`src/rtl/wpr_pkg.sv`:
```
// Package for the watchdog, power control and reset supervision block.
// Assumes an 8-bit special-register port from the processor core.
package wpr_pkg;

  // ----------------------------------------------------------------
  // Register addresses
  // ----------------------------------------------------------------
  localparam logic [7:0] ADDR_POWER_CONTROL    = 8'h87;
  localparam logic [7:0] ADDR_WATCHDOG_CONTROL = 8'h8F;

  // ----------------------------------------------------------------
  // Field positions
  // ----------------------------------------------------------------
  localparam int BIT_IDLE      = 0;
  localparam int BIT_PDOWN     = 1;
  localparam int BIT_UFLAG0    = 2;
  localparam int BIT_UFLAG1    = 3;
  localparam int BIT_POWER_OFF = 4;
  localparam int BIT_WD_ENABLE = 7;
  localparam int BIT_WD_CLEAR  = 6;
  localparam int BIT_WD_IDLE   = 5;
  localparam int PS_LSB        = 0;
  localparam int PS_MSB        = 2;

  // ----------------------------------------------------------------
  // Reset values and timing
  // ----------------------------------------------------------------
  localparam logic [7:0] RESET_BYTE     = 8'h00;
  localparam logic [7:0] PORT_RESET     = 8'hFF;
  localparam logic [7:0] STACK_RESET    = 8'h07;
  localparam int         OSC_PER_MCYCLE = 12;
  localparam int         WD_COUNT_BITS  = 14;
  localparam int         PRE_BITS       = 8;
  localparam int         RST_HOLD_MCYC  = 2;

  // Watchdog control fields
  typedef struct packed {
    logic       enable;
    logic       clear;
    logic       idleRun;
    logic       unused;
    logic       spare;
    logic [2:0] prescale;
  } wpr_wdctl_s;

endpackage : wpr_pkg

```
`src/rtl/wpr_supervisor.sv`:
```
// Watchdog, power control and reset supervision for a small controller.
// Assumes ref_clk is the oscillator; registers reached over a plain SFR port.
//
// Added by the designer: the strobed register port.
`timescale 1ns/1ns
module wpr_supervisor import wpr_pkg::*; #(
  parameter int WD_BITS = WD_COUNT_BITS
) (
  // Clock, reset, enable
  input  wire logic       ref_clk,
  input  wire logic       nrst,
  input  wire logic       clkEn,
  input  wire logic       powerOnRst,
  // External reset pin and interrupts
  input  wire logic       resetPin,
  input  wire logic       irqPending,
  // Register port
  input  wire logic [7:0] regAddr,
  input  wire logic [7:0] regWdata,
  input  wire logic       regWr,
  input  wire logic       regRd,
  output logic      [7:0] regRdata,
  // System outputs
  output logic            sysReset,
  output logic            cpuClkEn,
  output logic            periphClkEn,
  output logic            oscRun,
  output logic            wdTimeout,
  output logic      [7:0] portInit,
  output logic      [7:0] stackInit
);

  // ----------------------------------------------------------------
  // Helpers
  // ----------------------------------------------------------------
  // Prescale tap: odd ordering of codes 001 and 010 is deliberate
  function automatic logic [PRE_BITS-1:0] preMask(input logic [2:0] ps);
    unique case (ps)
      3'h0: preMask = 8'h01;
      3'h2: preMask = 8'h03;
      3'h1: preMask = 8'h07;
      3'h3: preMask = 8'h0F;
      3'h4: preMask = 8'h1F;
      3'h5: preMask = 8'h3F;
      3'h6: preMask = 8'h7F;
      default: preMask = 8'hFF;
    endcase
  endfunction : preMask

  typedef enum logic [1:0] {
    PM_RUN  = 2'b00,
    PM_IDLE = 2'b01,
    PM_DOWN = 2'b10
  } wpr_pm_e;

  // ----------------------------------------------------------------
  // State
  // ----------------------------------------------------------------
  logic             half_q, half_d;
  logic [3:0]       phase_q, phase_d;
  logic [2:0]       rstCnt_q, rstCnt_d;
  logic             rstHeld_q, rstHeld_d;
  logic             rstSync_q;
  wpr_wdctl_s       wd_q, wd_d;
  logic [PRE_BITS-1:0] pre_q, pre_d;
  logic [WD_BITS-1:0]  cnt_q, cnt_d;
  logic             tmo_q, tmo_d;
  logic [3:0]       pflags_q, pflags_d;
  logic             pof_q, pof_d;
  wpr_pm_e          pm_q, pm_d;
  logic [7:0]       rdata_q, rdata_d;
  logic             mcycEnd;
  logic             state_five_phase_two;
  logic             anyRst;
  logic             wdRun;
  logic             wrWd;

  localparam logic [3:0] PH_LAST  = 4'(OSC_PER_MCYCLE - 1);
  localparam logic [3:0] PH_STATE_FIVE_PHASE_TWO  = 4'(OSC_PER_MCYCLE - 3);
  localparam logic [2:0] HOLD_CNT = 3'(RST_HOLD_MCYC);

  // Internal timing derives from a twelve-phase count per machine cycle
  assign mcycEnd = clkEn && (phase_q == PH_LAST);
  assign state_five_phase_two    = clkEn && (phase_q == PH_STATE_FIVE_PHASE_TWO);
  assign anyRst  = !nrst || rstHeld_q || tmo_q;
  assign wdRun   = wd_q.enable && (pm_q == PM_RUN || (pm_q == PM_IDLE && wd_q.idleRun));
  assign wrWd    = regWr && clkEn && (regAddr == ADDR_WATCHDOG_CONTROL);

  // ----------------------------------------------------------------
  // Timing chain and reset filter
  // ----------------------------------------------------------------
  // Reset pin counted at one sample per machine cycle; a glitch restarts count
  always_comb begin
    half_d    = half_q;
    phase_d   = phase_q;
    rstCnt_d  = rstCnt_q;
    rstHeld_d = rstHeld_q;
    if (clkEn) begin
      half_d  = ~half_q;
      phase_d = (phase_q == PH_LAST) ? 4'h0 : phase_q + 4'h1;
    end
    if (state_five_phase_two) begin
      if (!rstSync_q) begin
        rstCnt_d  = 3'h0;
        rstHeld_d = 1'b0;
      end else if (rstCnt_q < HOLD_CNT) begin
        rstCnt_d = rstCnt_q + 3'h1;
      end
      if (rstSync_q && rstCnt_q + 3'h1 >= HOLD_CNT)
        rstHeld_d = 1'b1;
    end
  end

  always_ff @(posedge ref_clk) begin
    if (!nrst) begin
      half_q    <= 1'b0;
      phase_q   <= 4'h0;
      rstCnt_q  <= 3'h0;
      rstHeld_q <= 1'b0;
      rstSync_q <= 1'b0;
    end else if (clkEn) begin
      half_q    <= half_d;
      phase_q   <= phase_d;
      rstCnt_q  <= rstCnt_d;
      rstHeld_q <= rstHeld_d;
      if (clkEn)
        rstSync_q <= resetPin;
    end
  end

  // ----------------------------------------------------------------
  // Watchdog
  // ----------------------------------------------------------------
  // Clear bit is acted on at the following machine cycle boundary
  always_comb begin
    wd_d  = wd_q;
    pre_d = pre_q;
    cnt_d = cnt_q;
    tmo_d = 1'b0;
    if (wrWd)
      wd_d = wpr_wdctl_s'(regWdata);
    if (mcycEnd && wd_q.clear) begin
      pre_d    = '0;
      cnt_d    = '0;
      // A clear written in this very cycle must not be lost
      if (!wrWd)
        wd_d.clear = 1'b0;
    end else if (mcycEnd && wdRun) begin
      pre_d = ((pre_q & preMask(wd_q.prescale)) == preMask(wd_q.prescale))
              ? '0 : pre_q + 8'h01;
      if ((pre_q & preMask(wd_q.prescale)) == preMask(wd_q.prescale)) begin
        cnt_d = cnt_q + WD_BITS'(1);
        tmo_d = &cnt_q;
      end
    end
    if (anyRst) begin
      wd_d  = wpr_wdctl_s'(RESET_BYTE);
      pre_d = '0;
      cnt_d = '0;
      tmo_d = 1'b0;
    end
  end

  always_ff @(posedge ref_clk) begin
    if (!nrst) begin
      wd_q  <= wpr_wdctl_s'(RESET_BYTE);
      pre_q <= '0;
      cnt_q <= '0;
      tmo_q <= 1'b0;
    end else if (clkEn) begin
      wd_q  <= wd_d;
      pre_q <= pre_d;
      cnt_q <= cnt_d;
      tmo_q <= tmo_d;
    end
  end

  // ----------------------------------------------------------------
  // Power control and read port
  // ----------------------------------------------------------------
  // Power-off flag survives warm resets; power-on or a write of bit 4 sets it
  always_comb begin
    pflags_d = pflags_q;
    pof_d    = pof_q;
    pm_d     = pm_q;
    rdata_d  = RESET_BYTE;
    if (regWr && clkEn && regAddr == ADDR_POWER_CONTROL) begin
      pflags_d = regWdata[3:0];
      pof_d    = regWdata[BIT_POWER_OFF];
      if (regWdata[BIT_PDOWN])
        pm_d = PM_DOWN;
      else if (regWdata[BIT_IDLE])
        pm_d = PM_IDLE;
    end
    if (pm_q == PM_IDLE && irqPending)
      pm_d = PM_RUN;
    if (pm_d == PM_RUN)
      pflags_d[BIT_IDLE] = 1'b0;
    if (pm_d != PM_DOWN)
      pflags_d[BIT_PDOWN] = 1'b0;
    if (anyRst) begin
      pflags_d = 4'h0;
      pm_d     = PM_RUN;
    end
    if (powerOnRst)
      pof_d = 1'b1;
    if (regRd && clkEn) begin
      if (regAddr == ADDR_POWER_CONTROL)
        rdata_d = {3'h0, pof_q, pflags_q};
      else if (regAddr == ADDR_WATCHDOG_CONTROL)
        rdata_d = wd_q;
    end
  end

  always_ff @(posedge ref_clk) begin
    if (!nrst) begin
      pflags_q <= 4'h0;
      pm_q     <= PM_RUN;
      rdata_q  <= RESET_BYTE;
      pof_q    <= pof_d;
    end else if (clkEn) begin
      pflags_q <= pflags_d;
      pm_q     <= pm_d;
      rdata_q  <= rdata_d;
      pof_q    <= pof_d;
    end
  end

  // ----------------------------------------------------------------
  // Outputs
  // ----------------------------------------------------------------
  assign regRdata    = rdata_q;
  assign sysReset    = anyRst;
  assign wdTimeout   = tmo_q;
  assign cpuClkEn    = (pm_q == PM_RUN) && half_q;
  assign periphClkEn = (pm_q != PM_DOWN) && half_q;
  assign oscRun      = (pm_q != PM_DOWN);
  assign portInit    = PORT_RESET;
  assign stackInit   = STACK_RESET;

  // ----------------------------------------------------------------
  // Checks
  // ----------------------------------------------------------------
  property p_rstDisable;
    @(posedge ref_clk) disable iff (!nrst) (anyRst && clkEn) |=> !wd_q.enable && cnt_q == '0;
  endproperty
  a_rstDisable: assert property (p_rstDisable) else $error("watchdog not off after reset");

  property p_stopWhenOff;
    @(posedge ref_clk) disable iff (!nrst) !wd_q.enable |=> $stable(cnt_q) || cnt_q == '0;
  endproperty
  a_stopWhenOff: assert property (p_stopWhenOff) else $error("counter moved while off");

  property p_clearWorks;
    @(posedge ref_clk) disable iff (!nrst)
      (mcycEnd && wd_q.clear && !wrWd) |=> pre_q == '0 && cnt_q == '0 && !wd_q.clear;
  endproperty
  a_clearWorks: assert property (p_clearWorks) else $error("clear bit not acted on");

  property p_idleStop;
    @(posedge ref_clk) disable iff (!nrst)
      (pm_q == PM_IDLE && !wd_q.idleRun && !wd_q.clear && !anyRst) |=> $stable(pre_q);
  endproperty
  a_idleStop: assert property (p_idleStop) else $error("watchdog ran in idle");

  property p_tmoReset;
    @(posedge ref_clk) disable iff (!nrst) (tmo_q && clkEn) |-> sysReset ##1 !wd_q.enable;
  endproperty
  a_tmoReset: assert property (p_tmoReset) else $error("time-out gave no reset");

  property p_idleClk;
    @(posedge ref_clk) disable iff (!nrst) pm_q == PM_IDLE |-> !cpuClkEn && oscRun;
  endproperty
  a_idleClk: assert property (p_idleClk) else $error("cpu clock in idle");

  property p_wake;
    @(posedge ref_clk) disable iff (!nrst)
      (clkEn && pm_q == PM_IDLE && irqPending) |=> pm_q == PM_RUN;
  endproperty
  a_wake: assert property (p_wake) else $error("idle not left on interrupt");

  property p_down;
    @(posedge ref_clk) disable iff (!nrst) pm_q == PM_DOWN |-> !oscRun && !periphClkEn;
  endproperty
  a_down: assert property (p_down) else $error("clock in power-down");

  property p_pofKeep;
    @(posedge ref_clk) disable iff (!nrst)
      (!powerOnRst && !(regWr && regAddr == ADDR_POWER_CONTROL)) |=> $stable(pof_q);
  endproperty
  a_pofKeep: assert property (p_pofKeep) else $error("power-off flag changed");

  c_timeout: cover property (@(posedge ref_clk) disable iff (!nrst) tmo_q);
  c_idleWake: cover property (@(posedge ref_clk) disable iff (!nrst) pm_q == PM_IDLE ##1 pm_q == PM_RUN);
  c_pinReset: cover property (@(posedge ref_clk) disable iff (!nrst) $rose(rstHeld_q));

endmodule : wpr_supervisor

```
`config.mk`:
```
export PLATFORM = sky130hd
export DESIGN_NAME = wpr_supervisor
export DESIGN_NICKNAME = d
export VERILOG_FILES = /design/src/rtl/wpr_pkg.sv /design/src/rtl/wpr_supervisor.sv
export SDC_FILE = /design/constraint.sdc
export NUM_CORES = 1
export LEC_CHECK = 0
export BUFFER_PORTS_ARGS = -buffer_cell sky130_fd_sc_hd__buf_2
export CAP_MARGIN = 20
export CORE_UTILIZATION = 60
export CTS_CLUSTER_DIAMETER = 150
export DETAILED_ROUTE_END_ITERATION = 8
export PLACE_DENSITY = 0.88
export SETUP_SLACK_MARGIN = 0.1
export SYNTH_ARGS = -nofsm -noshare
export SYNTH_HDL_FRONTEND = slang
export SYNTH_SLANG_ARGS = --single-unit
```
`constraint.sdc`:
```
create_clock -name ref_clk -period 3.8 [get_ports ref_clk]
set_input_delay 0.38 -clock ref_clk [delete_from_list [all_inputs] [get_ports ref_clk]]
set_output_delay 0.38 -clock ref_clk [all_outputs]
set_load 0.01 [all_outputs]
```
==> impl_metrics.tcl, run 1 <==
set metrics [dict create \
    status "finished clean" \
    nFillCells 406 \
    worstMarginPinSlew_ps 678 \
    synth_ff_type "dfxtp_1" \
    fin_crit_ps 2430 \
    vias 2695 \
    cts_hold_repair.buffers 0 \
    synth_area_per_cell_um2 8.19 \
    routed_wl_mm 6.57 \
    critPathKind "reg2reg" \
    hold_path_class "in2reg" \
    worst_setup_path_end_kind "flop" \
    slew_headroom 0.544 \
    cts_tree "built" \
    hpwl_mm 4.77 \
    wire_per_inst_um 14.2 \
    synth_seq_area_share 0.379 \
    ctsResizeCount 0 \
    numCtsBuffers 5 \
    rsz0062_at_grt "false" \
    critPathLaunchType "flop" \
    setup_viol 0 \
    root_buffer "clkbuf_8" \
    grt_max_degree 41 \
    cts_setup_buffers 0 \
    leakage_nw 1.23 \
    insertion_delay_ps 300 \
    irDropWorstVdd_mv 0.167 \
    drive_above_1_share 0.136 \
    nNetsFinal 426 \
    antennaDiodeCount 0 \
    antenna_found_initial 0 \
    skew_ps 7.25 \
    r2r_cells 8 \
    ys_warn_count 0 \
    cts_buffer_depth 2 \
    setup-tns-final_ps 0 \
    via_per_inst 5.82 \
    place.gp.congestion 0.843 \
    chipHeight_um 72.5 \
    clock-sinks 56 \
    grt_pass1_wl_mm 11.0 \
    htree_num_levels 2 \
    io_pins 53 \
    initial_core_util 0.627 \
    ys_seq_elements 56 \
    core_area_mm2 0.00475 \
    holdPathStages 3 \
    clk_pin_slew_ps 90 \
    cp.arrival_ps 2670 \
    worstPathMaxFanout 15 \
    grt_overflow_total 0 \
    syn_to_final_growth_pct 8.18 \
    netlist_area_mm2 0.00298 \
    fp-row-count 25 \
    rrSetupSlack_ps 1370 \
    max_freq_mhz 411 \
    finalHoldViolCount 0 \
    drc_errors 0 \
    synthArstFlopShare 0 \
    max_cap_violations 0 \
    drv_slew 0 \
    first_global_vias 2461 \
    p_per_area_mw_per_mm2 309 \
    drt_first_pass_iters 5 \
    worstReg2RegStart "phase_q[0]" \
    ant_nets 0 \
    portBuffers 36 \
    die_x_um 72.5 \
    synth.distinct_cells 56 \
    crit_required_ps 4040 \
    synth-edff-count 1 \
    synth_cells 364 \
    grt_use_total 0.264 \
    hold_path_end "wd_q[6]" \
    die_area_mm2 0.00526 \
    holdWs_ps 284 \
    drtIter0Drc 254 \
    hp-start "regWdata[6]" \
    r2r-end "cnt_q[10]" \
    fin_crit_sh 0.640 \
]
==> state kept, by name (all words and copies together) (netlist names), 2 cells and up <==
signal / count
regRdata: 8
pre_q: 8
wd_q: 8
rstCnt_q: 3
phase_q: 4
pflags_q: 4
pm_q: 2
cnt_q: 14
==> metal layers <==
metal	part of all wire	GRT usage
met5	0	0
met3	0.065	0.0444
met2	0.49	0.455
met4	0.018	0.0980
met1	0.43	0.331
==> worst max path at each step <==
stage,from,end,cells past startpoint
floorplan,regAddr[5],pflags_q[1],5
global placement,clkEn,cnt_q[3],7
detailed placement,clkEn,cnt_q[10],7
CTS,phase_q[0],cnt_q[10],8
global route,phase_q[0],cnt_q[3],8
finish,phase_q[0],cnt_q[10],8
==> worst max-delay path, stage by stage (launching register included) <==
cell      delay [ps]
dfxtp_1          400
ha_1             240
nand3b_1         150
nand2_1          150
o311ai_2         110
buf_4            220
or3_1            540
or3_1            420
a21oi_1          140
==> synthesized netlist by cell type, types with 2 or more instances <==
cell,n,area share
dfxtp_1,55,0.37
nand2_1,44,0.055
nor2_1,27,0.034
a21oi_1,24,0.040
nor2b_1,20,0.042
o21ai_0,17,0.029
buf_4,16,0.040
nand3_1,15,0.025
a22oi_1,13,0.033
inv_1,12,0.015
or3_1,9,0.019
nand4_1,8,0.017
a21boi_0,7,0.018
buf_2,6,0.010
clkbuf_1,6,0.0075
ha_1,6,0.025
and3_1,5,0.010
xnor2_1,5,0.015
and2_1,4,0.0084
nor3_1,4,0.0067
nor3b_1,4,0.010
nor4_1,4,0.0084
a31o_2,3,0.0088
nand4b_1,3,0.0088
o21a_1,3,0.0075
xor2_1,3,0.0088
a21o_1,2,0.0050
conb_1,2,0.0025
mux2i_1,2,0.0067
nand2b_1,2,0.0042
nand3b_1,2,0.0050
nor4b_1,2,0.0059
o211a_1,2,0.0067
o211ai_1,2,0.0050
o21ai_1,2,0.0034
o31ai_1,2,0.0050
or4_1,2,0.0050
==> final cells by class <==
type | instances | area, um2 | share of cell area
Sequential cell | 56 | 1130 | 0.351
Tap cell | 67 | 83.8 | 0.0260
Timing Repair Buffer | 39 | 203 | 0.0628
Clock inverter | 1 | 5.00 | 0.00155
Multi-Input combinational cell | 282 | 1690 | 0.523
Inverter | 12 | 45.0 | 0.0140
Clock buffer | 6 | 72.6 | 0.0225
==> power by group <==
group | switching [W] | leakage (nW) | total (W) | internal, W
clock | 0.000181 | 0.0410 | 0.000307 | 0.000126
combinational | 0.0000566 | 0.739 | 0.0000886 | 0.0000321
sequential | 0.00000623 | 0.452 | 0.000600 | 0.000594
==> cells by family after synthesis <==
family          count (synthesis)  share of synthesized area
xor+xnor                        8                     0.0235
other cells                     2                    0.00252
flops                          56                      0.379
simple gates                  159                      0.282
mux                             2                    0.00671
fa+ha+maj                       6                     0.0252
buf+inv                        40                     0.0730
compound gates                 91                      0.208
==> stage by stage <==
step / instances / setup WS [ps] / cell area (um2) / power, W / utilization
6_report: 463 / 1370 / 3230 / 0.000996 / 0.679
5_1_grt: 463 / 1150 / 3230 / 0.00104 / 0.679
4_1_cts: 463 / 1380 / 3230 / 0.000997 / 0.679
3_5_place_dp: 456 / 1200 / 3150 / 0.000701 / 0.662
3_3_place_gp: 456 / 1310 / 3150 / 0.000698 / 0.662
2_1_floorplan: 378 / 1750 / 3040 / 0.000682 / -
==> cells in the final DEF, fill, tap and decap left out, types with 3 or more instances in the layout <==
master / count
nor2b_1: 20
nor3b_1: 4
nand4_1: 8
a21oi_1: 24
conb_1: 16
clkbuf_8: 5
nor3_1: 4
nand3_1: 15
buf_4: 3
nand4b_1: 3
or3_1: 9
buf_2: 36
a21boi_0: 7
ha_1: 6
xnor2_1: 5
nor2_1: 27
and2_1: 4
nand2_1: 44
and3_1: 5
a31o_2: 3
nor4_1: 4
dfxtp_1: 55
inv_1: 12
a22oi_1: 13
xor2_1: 3
o21a_1: 3
o21ai_0: 17
Note: power is estimated with default switching activity, not from simulation.
==> run 2, diff against run 1 <==
--- a/config.mk
+++ b/config.mk
@@ -7,10 +7,10 @@
 export LEC_CHECK = 0
 export BUFFER_PORTS_ARGS = -buffer_cell sky130_fd_sc_hd__buf_2
 export CAP_MARGIN = 20
-export CORE_UTILIZATION = 60
+export CORE_UTILIZATION = 50
 export CTS_CLUSTER_DIAMETER = 150
 export DETAILED_ROUTE_END_ITERATION = 8
-export PLACE_DENSITY = 0.88
+export PLACE_DENSITY = 0.78
 export SETUP_SLACK_MARGIN = 0.1
 export SYNTH_ARGS = -nofsm -noshare
 export SYNTH_HDL_FRONTEND = slang
==> constraint.sdc (replaced) <==
create_clock -name ref_clk -period 2.1 [get_ports ref_clk]
set_input_delay 0.21 -clock ref_clk [delete_from_list [all_inputs] [get_ports ref_clk]]
set_output_delay 0.21 -clock ref_clk [all_outputs]
set_load 0.01 [all_outputs]
==> run 2 against run 1 <==
  * Total power grew 90%
  * Non-clock buffer count grew 28
  * Sequential share of layout area shrank 2.8 points
  * Critical path type unchanged
  * Clock skew grew 10 ps
  * Clock-buffer cell count grew 2
  * Maximum frequency grew 27%
  * Via count grew 3.4%
  * Critical path depth shrank 1
  * Register-to-register slack lost 1200 ps
==> impl_metrics.tcl, run 2 (synthesis results as in run 1) <==
set metrics [dict create \
    p_sw_frac 0.246 \
    p_int_w 0.00143 \
    wire_per_inst_um 14.1 \
    clockPowerShare 0.324 \
    antennaDiodeCount 0 \
    finalHoldViolCount 0 \
    fp-row-count 27 \
    rrSetupSlack_ps 180 \
    place_area_mm2 0.00335 \
    routed_wl_mm 7.02 \
    root_buffer "clkbuf_8" \
    htree_num_levels 2 \
    core_area_mm2 0.00564 \
    hp-start "regWdata[6]" \
    vias 2787 \
    p_switching_w 0.000465 \
    fin_crit_ps 1920 \
    die_x_um 79.2 \
    die_area_mm2 0.00628 \
    grt_overflow_total 0 \
    drtIter0Drc 239 \
    hpwl_mm 5.19 \
    rsz0062_at_grt "true" \
    drv_slew 0 \
    skew_ps 17.4 \
    first_global_vias 2651 \
    nNetsFinal 454 \
    initial_core_util 0.529 \
    place.gp.congestion 0.858 \
    chipHeight_um 79.2 \
    insertion_delay_ps 320 \
    largest_reg_flops 14 \
    p_per_area_mw_per_mm2 538 \
    cts_buffer_depth 2 \
    numCtsBuffers 5 \
    syn_to_final_growth_pct 17.9 \
    cp.arrival_ps 2180 \
    post-route-util 0.623 \
    crit_required_ps 2360 \
    ant_nets 0 \
    power_frac_comb 0.102 \
    grt_use_total 0.243 \
    max_cap_violations 0 \
    via_per_inst 5.61 \
    drc_errors 0 \
    hold_path_class "in2reg" \
    final_common_cell "dfxtp_1" \
    r2r-end "cnt_q[10]" \
    clock-sinks 56 \
    holdPathStages 3 \
    clk_pin_slew_ps 100 \
    seqPwrFrac 0.574 \
    critPathKind "reg2reg" \
    regMostFlops "cnt_q" \
    worstReg2RegStart "phase_q[0]" \
    grt_pass1_wl_mm 12.0 \
    holdWs_ps 108 \
    final_area_mm2 0.00352 \
    fin_crit_sh 0.915 \
    portBuffers 36 \
    leakage_nw 1.39 \
    critPathLaunchType "flop" \
    drive_above_1_share 0.216 \
    antenna_found_initial 0 \
    worst_setup_path_end_kind "flop" \
    cts_tree "built" \
    grt_max_degree 41 \
    max_freq_mhz 521 \
    hold_path_end "wd_q[6]" \
    r2r_cells 7 \
    setup_viol 0 \
    irDropWorstVdd_mv 0.467 \
    worstPathMaxFanout 7 \
    setup-tns-final_ps 0 \
    status "finished clean" \
    drt_first_pass_iters 4 \
    io_pins 53 \
    final_cell_mix "dfxtp_1 (52), nand2_1 (43), buf_2 (36), buf_4 (30), nor2_1 (27)" \
]
[run 2: critical path, cell delays in order, from the launching register on]
cell and delay, ps:
dfxtp_2 360, ha_4 160, nand3b_1 140, nand2_2 140, o311ai_4 110, or3_4 460
or3_1 350, a21oi_1 150
[run 2: how the worst max path moves through the flow]
stage | startpoint | endpoint | slack [ps]
floorplan | phase_q[1] | cnt_q[10] | 110
global placement | phase_q[1] | cnt_q[3] | 80
detailed placement | phase_q[1] | cnt_q[10] | 4
CTS | phase_q[1] | cnt_q[10] | 100
global route | phase_q[0] | cnt_q[3] | 70
finish | phase_q[0] | cnt_q[10] | 180
[run 2: per-stage QoR]
stage,instances,setup WS [ps],power (W)
after floorplan,378,110,0.00124
after global placement,485,81.0,0.00129
after detailed placement,485,3.80,0.00129
after CTS,496,99.5,0.00189
after global routing,497,72.6,0.00196
final,497,179,0.00189
[run 2: layer usage]
| metal | track usage | part of all wire | vias up |
|---|---|---|---|
| li1 | - | - | 1389 |
| met3 | 0.0414 | 0.063 | 8 |
| met2 | 0.413 | 0.47 | 86 |
| met1 | 0.304 | 0.45 | 1304 |
| met4 | 0.0927 | 0.013 | 0 |
| met5 | 0 | 0 | - |
[run 2: power by group through the flow]
stage	combinational, W	sequential, W	clock, W
4_1_cts	0.000187	0.00109	0.000621
2_1_floorplan	0.000126	0.00111	0
5_1_grt	0.000213	0.00109	0.000661
6_report	0.000193	0.00109	0.000612
3_3_place_gp	0.000177	0.00111	0
3_5_place_dp	0.000181	0.00111	0
[run 2: cell type report]
| class | instances | area [um2] |
|---|---|---|
| Clock buffer | 8 | 90.1 |
| Tap cell | 72 | 90.1 |
| Inverter | 12 | 45.0 |
| Timing Repair Buffer | 67 | 417 |
| Fill cell | 494 | 2120 |
| Multi-Input combinational cell | 282 | 1740 |
| Sequential cell | 56 | 1130 |
[run 2: repair_timing]
| action | CTS | global route |
|---|---|---|
| resized for setup | 4 | 7 |
| endpoints found under the setup margin | 7 | 18 |
| hold buffers | 0 | 0 |
| buffers inserted | 3 | 1 |
| pin swaps | 2 | 2 |
==> run 3, diff against run 2 <==
--- a/config.mk
+++ b/config.mk
@@ -5,12 +5,13 @@
 export SDC_FILE = /design/constraint.sdc
 export NUM_CORES = 1
 export LEC_CHECK = 0
+export ABC_AREA = 1
 export BUFFER_PORTS_ARGS = -buffer_cell sky130_fd_sc_hd__buf_2
 export CAP_MARGIN = 20
-export CORE_UTILIZATION = 50
+export CORE_UTILIZATION = 51
 export CTS_CLUSTER_DIAMETER = 150
 export DETAILED_ROUTE_END_ITERATION = 8
-export PLACE_DENSITY = 0.78
+export PLACE_DENSITY = 0.79
 export SETUP_SLACK_MARGIN = 0.1
 export SYNTH_ARGS = -nofsm -noshare
 export SYNTH_HDL_FRONTEND = slang
==> run 3 against run 2 <==
  * Setup slack gained 99 ps
  * Core utilization shrank 3.5 points
  * Synthesized cell count grew 29%
  * Sequential share of layout area grew 0.42 points
  * Synthesized area grew 4.3%
  * Critical path depth grew 4
  * Combinational power shrank 9%
  * Global-route usage shrank 0.67 points
  * Register-to-register slack gained 99 ps
  * Wire length grew 1.6%
  * Clock power grew 5.9%
  * Largest cell class unchanged
==> impl_metrics.tcl, run 3 <==
set metrics [dict create \
    status "finished clean" \
    root_buffer "clkbuf_8" \
    synth_ff_type "dfxtp_1" \
    final_area_mm2 0.00346 \
    netlist_top_cells_area "dfxtp_1 (35%), nand2_1 (15%), nand3_1 (7.7%)" \
    ant_nets 0 \
    max_cap_violations 0 \
    insertion_delay_ps 320 \
    r2r-end "cnt_q[9]" \
    synth_seq_area_share 0.363 \
    dpl_worst_slack_ps 180 \
    synth_top_cells_by_count "nand2_1 (123), dfxtp_1 (55), nor2_1 (51)" \
    netlist_area_mm2 0.00311 \
    hpwl_mm 5.36 \
    slowest_delay_ps 420 \
    synth_top_area_cell "dfxtp_1" \
    leakage_nw 1.44 \
    rsz0062_at_grt "false" \
    drive_above_1_share 0.133 \
    holdWs_ps 131 \
    fp-row-count 28 \
    place_area_mm2 0.00333 \
    first_global_vias 2688 \
    clock-sinks 56 \
    synth_area_per_cell_um2 6.65 \
    critPathLaunchType "flop" \
    yosys.area.top_type_share 0.354 \
    ys_seq_elements 56 \
    final_common_cell "nand2_1" \
    nFillCells 552 \
    cpMostUsedCell "nand2_1" \
    r2r_cells 11 \
    drtIter0Drc 321 \
    synthArstFlopShare 0 \
    drt_first_pass_iters 5 \
    numCtsBuffers 5 \
    die_x_um 80.1 \
    critPathKind "reg2reg" \
    core_area_mm2 0.00589 \
    cts_hold_repair.buffers 0 \
    initial_core_util 0.529 \
    setup_viol 0 \
    max_freq_mhz 549 \
    p_per_area_mw_per_mm2 552 \
    irDropWorstVdd_mv 0.319 \
    die_area_mm2 0.00642 \
    antennaDiodeCount 0 \
    grt_use_total 0.236 \
    nNetsFinal 541 \
    vias 3082 \
    crit_chain "ha_1 -> nand2_2 -> nor2_2 -> nand2_1 -> nand2_2 -> nand2_1 -> nand2_4 -> buf_4 -> nand4_1 -> nand2_1 -> nor2_1" \
    drv_slew 0 \
    crit_required_ps 2330 \
    skew_ps 13.6 \
    worst_setup_path_end_kind "flop" \
    chipHeight_um 80.1 \
    synth_cells 468 \
    worstReg2RegStart "phase_q[0]" \
    syn_to_final_growth_pct 11.2 \
    synth.distinct_cells 35 \
    holdPathStages 3 \
    clk_pin_slew_ps 100 \
    synth-edff-count 1 \
    ys_warn_count 0 \
    cp.arrival_ps 2050 \
    grt_pass1_wl_mm 11.9 \
    rrSetupSlack_ps 280 \
    cts_buffer_depth 2 \
    finalHoldViolCount 0 \
    hp-start "regWdata[5]" \
    grt_overflow_total 0 \
    via_per_inst 5.25 \
    fin_crit_sh 0.867 \
    hold_path_class "in2reg" \
    synth_most_common_cell "nand2_1" \
    fin_ws_ps 279 \
    routed_wl_mm 7.13 \
    regMostFlops "cnt_q" \
    io_pins 53 \
    fin_crit_ps 1820 \
    wire_per_inst_um 12.1 \
    largest_reg_flops 14 \
    worstPathMaxFanout 13 \
    setup-tns-final_ps 0 \
    final_cell_mix "nand2_1 (123), dfxtp_1 (55), nor2_1 (51), inv_1 (49), nand3_1 (48)" \
    hold_path_end "wd_q[5]" \
    cts_tree "built" \
    htree_num_levels 2 \
    grt_max_degree 26 \
    place.gp.congestion 0.835 \
    antenna_found_initial 0 \
    cp_slowest_cell "dfxtp_1" \
    drc_errors 0 \
    portBuffers 36 \
]
[run 3: cell count changes after synthesis, sizes merged, moves of 5 or more]
cell    change
nand2      +83
inv        +39
nand3      +34
nor2       +27
nor2b      -20
a21oi      +11
a22oi       -9
or3         -9
a21boi      -7
and3        -5
[run 3: where the power goes]
part | switching, W | internal, W
registers | 0.00000932 | 0.00108
logic | 0.000119 | 0.0000562
clock network | 0.000346 | 0.000302
total | 0.000475 | 0.00143
[run 3: layer usage]
layer | vias up | part of all wire | GRT usage
met5 | - | 0 | 0
li1 | 1580 | - | -
met1 | 1376 | 0.48 | 0.327
met2 | 116 | 0.44 | 0.373
met4 | 0 | 0.014 | 0.0750
met3 | 10 | 0.064 | 0.0386
[run 3: worst max-delay path, delay by kind of cell (launching register included)]
kind                       cells  cell delay [ps]
and+or+nand+nor                9              920
DFF                            1              420
adders and majority gates      1              210
buffers and inverters          1              180
[run 3: how the worst max path moves through the flow]
stage / slack, ps / to / from / cells after the start
6_report: 280 / cnt_q[9] / phase_q[0] / 11
5_1_grt: 100 / pre_q[7] / phase_q[0] / 10
4_1_cts: 160 / pre_q[5] / phase_q[0] / 10
3_5_place_dp: 180 / pre_q[5] / phase_q[0] / 10
3_3_place_gp: 260 / pre_q[5] / phase_q[0] / 10
2_1_floorplan: 520 / cnt_q[5] / phase_q[0] / 11
[run 3: logic make-up after synthesis]
kind of cell,Yosys count,share of synthesized area
AND/OR/NAND/NOR,249,0.347
buffers and inverters,78,0.118
AO/OA/AOI/OAI,72,0.130
flip-flops,56,0.363
adder cells (fa/ha/maj),6,0.0241
XOR/XNOR,5,0.0141
other,2,0.00241
[run 3: layout make-up]
type	instances	area [um2]	share of cell area
inverters	52	195	0.0564
repair buffers	48	270	0.0781
clock buffers	8	100	0.0289
multi-input cells	348	1670	0.483
flip-flops and latches	56	1130	0.327
well taps	75	93.8	0.0271
[run 3: what timing repair did]
| item | 4_1_cts | 5_1_grt |
|---|---|---|
| setup buffers | 0 | 3 |
| setup endpoints to repair | 0 | 18 |
| resized for setup | 0 | 1 |
[run 3: metrics by stage]
| step | utilization | power (W) | cells |
|---|---|---|---|
| after floorplan | - | 0.00124 | 482 |
| after global placement | 0.566 | 0.00127 | 576 |
| after detailed placement | 0.566 | 0.00128 | 576 |
| after CTS | 0.583 | 0.00191 | 584 |
| after global routing | 0.588 | 0.00198 | 587 |
| final | 0.588 | 0.00191 | 587 |
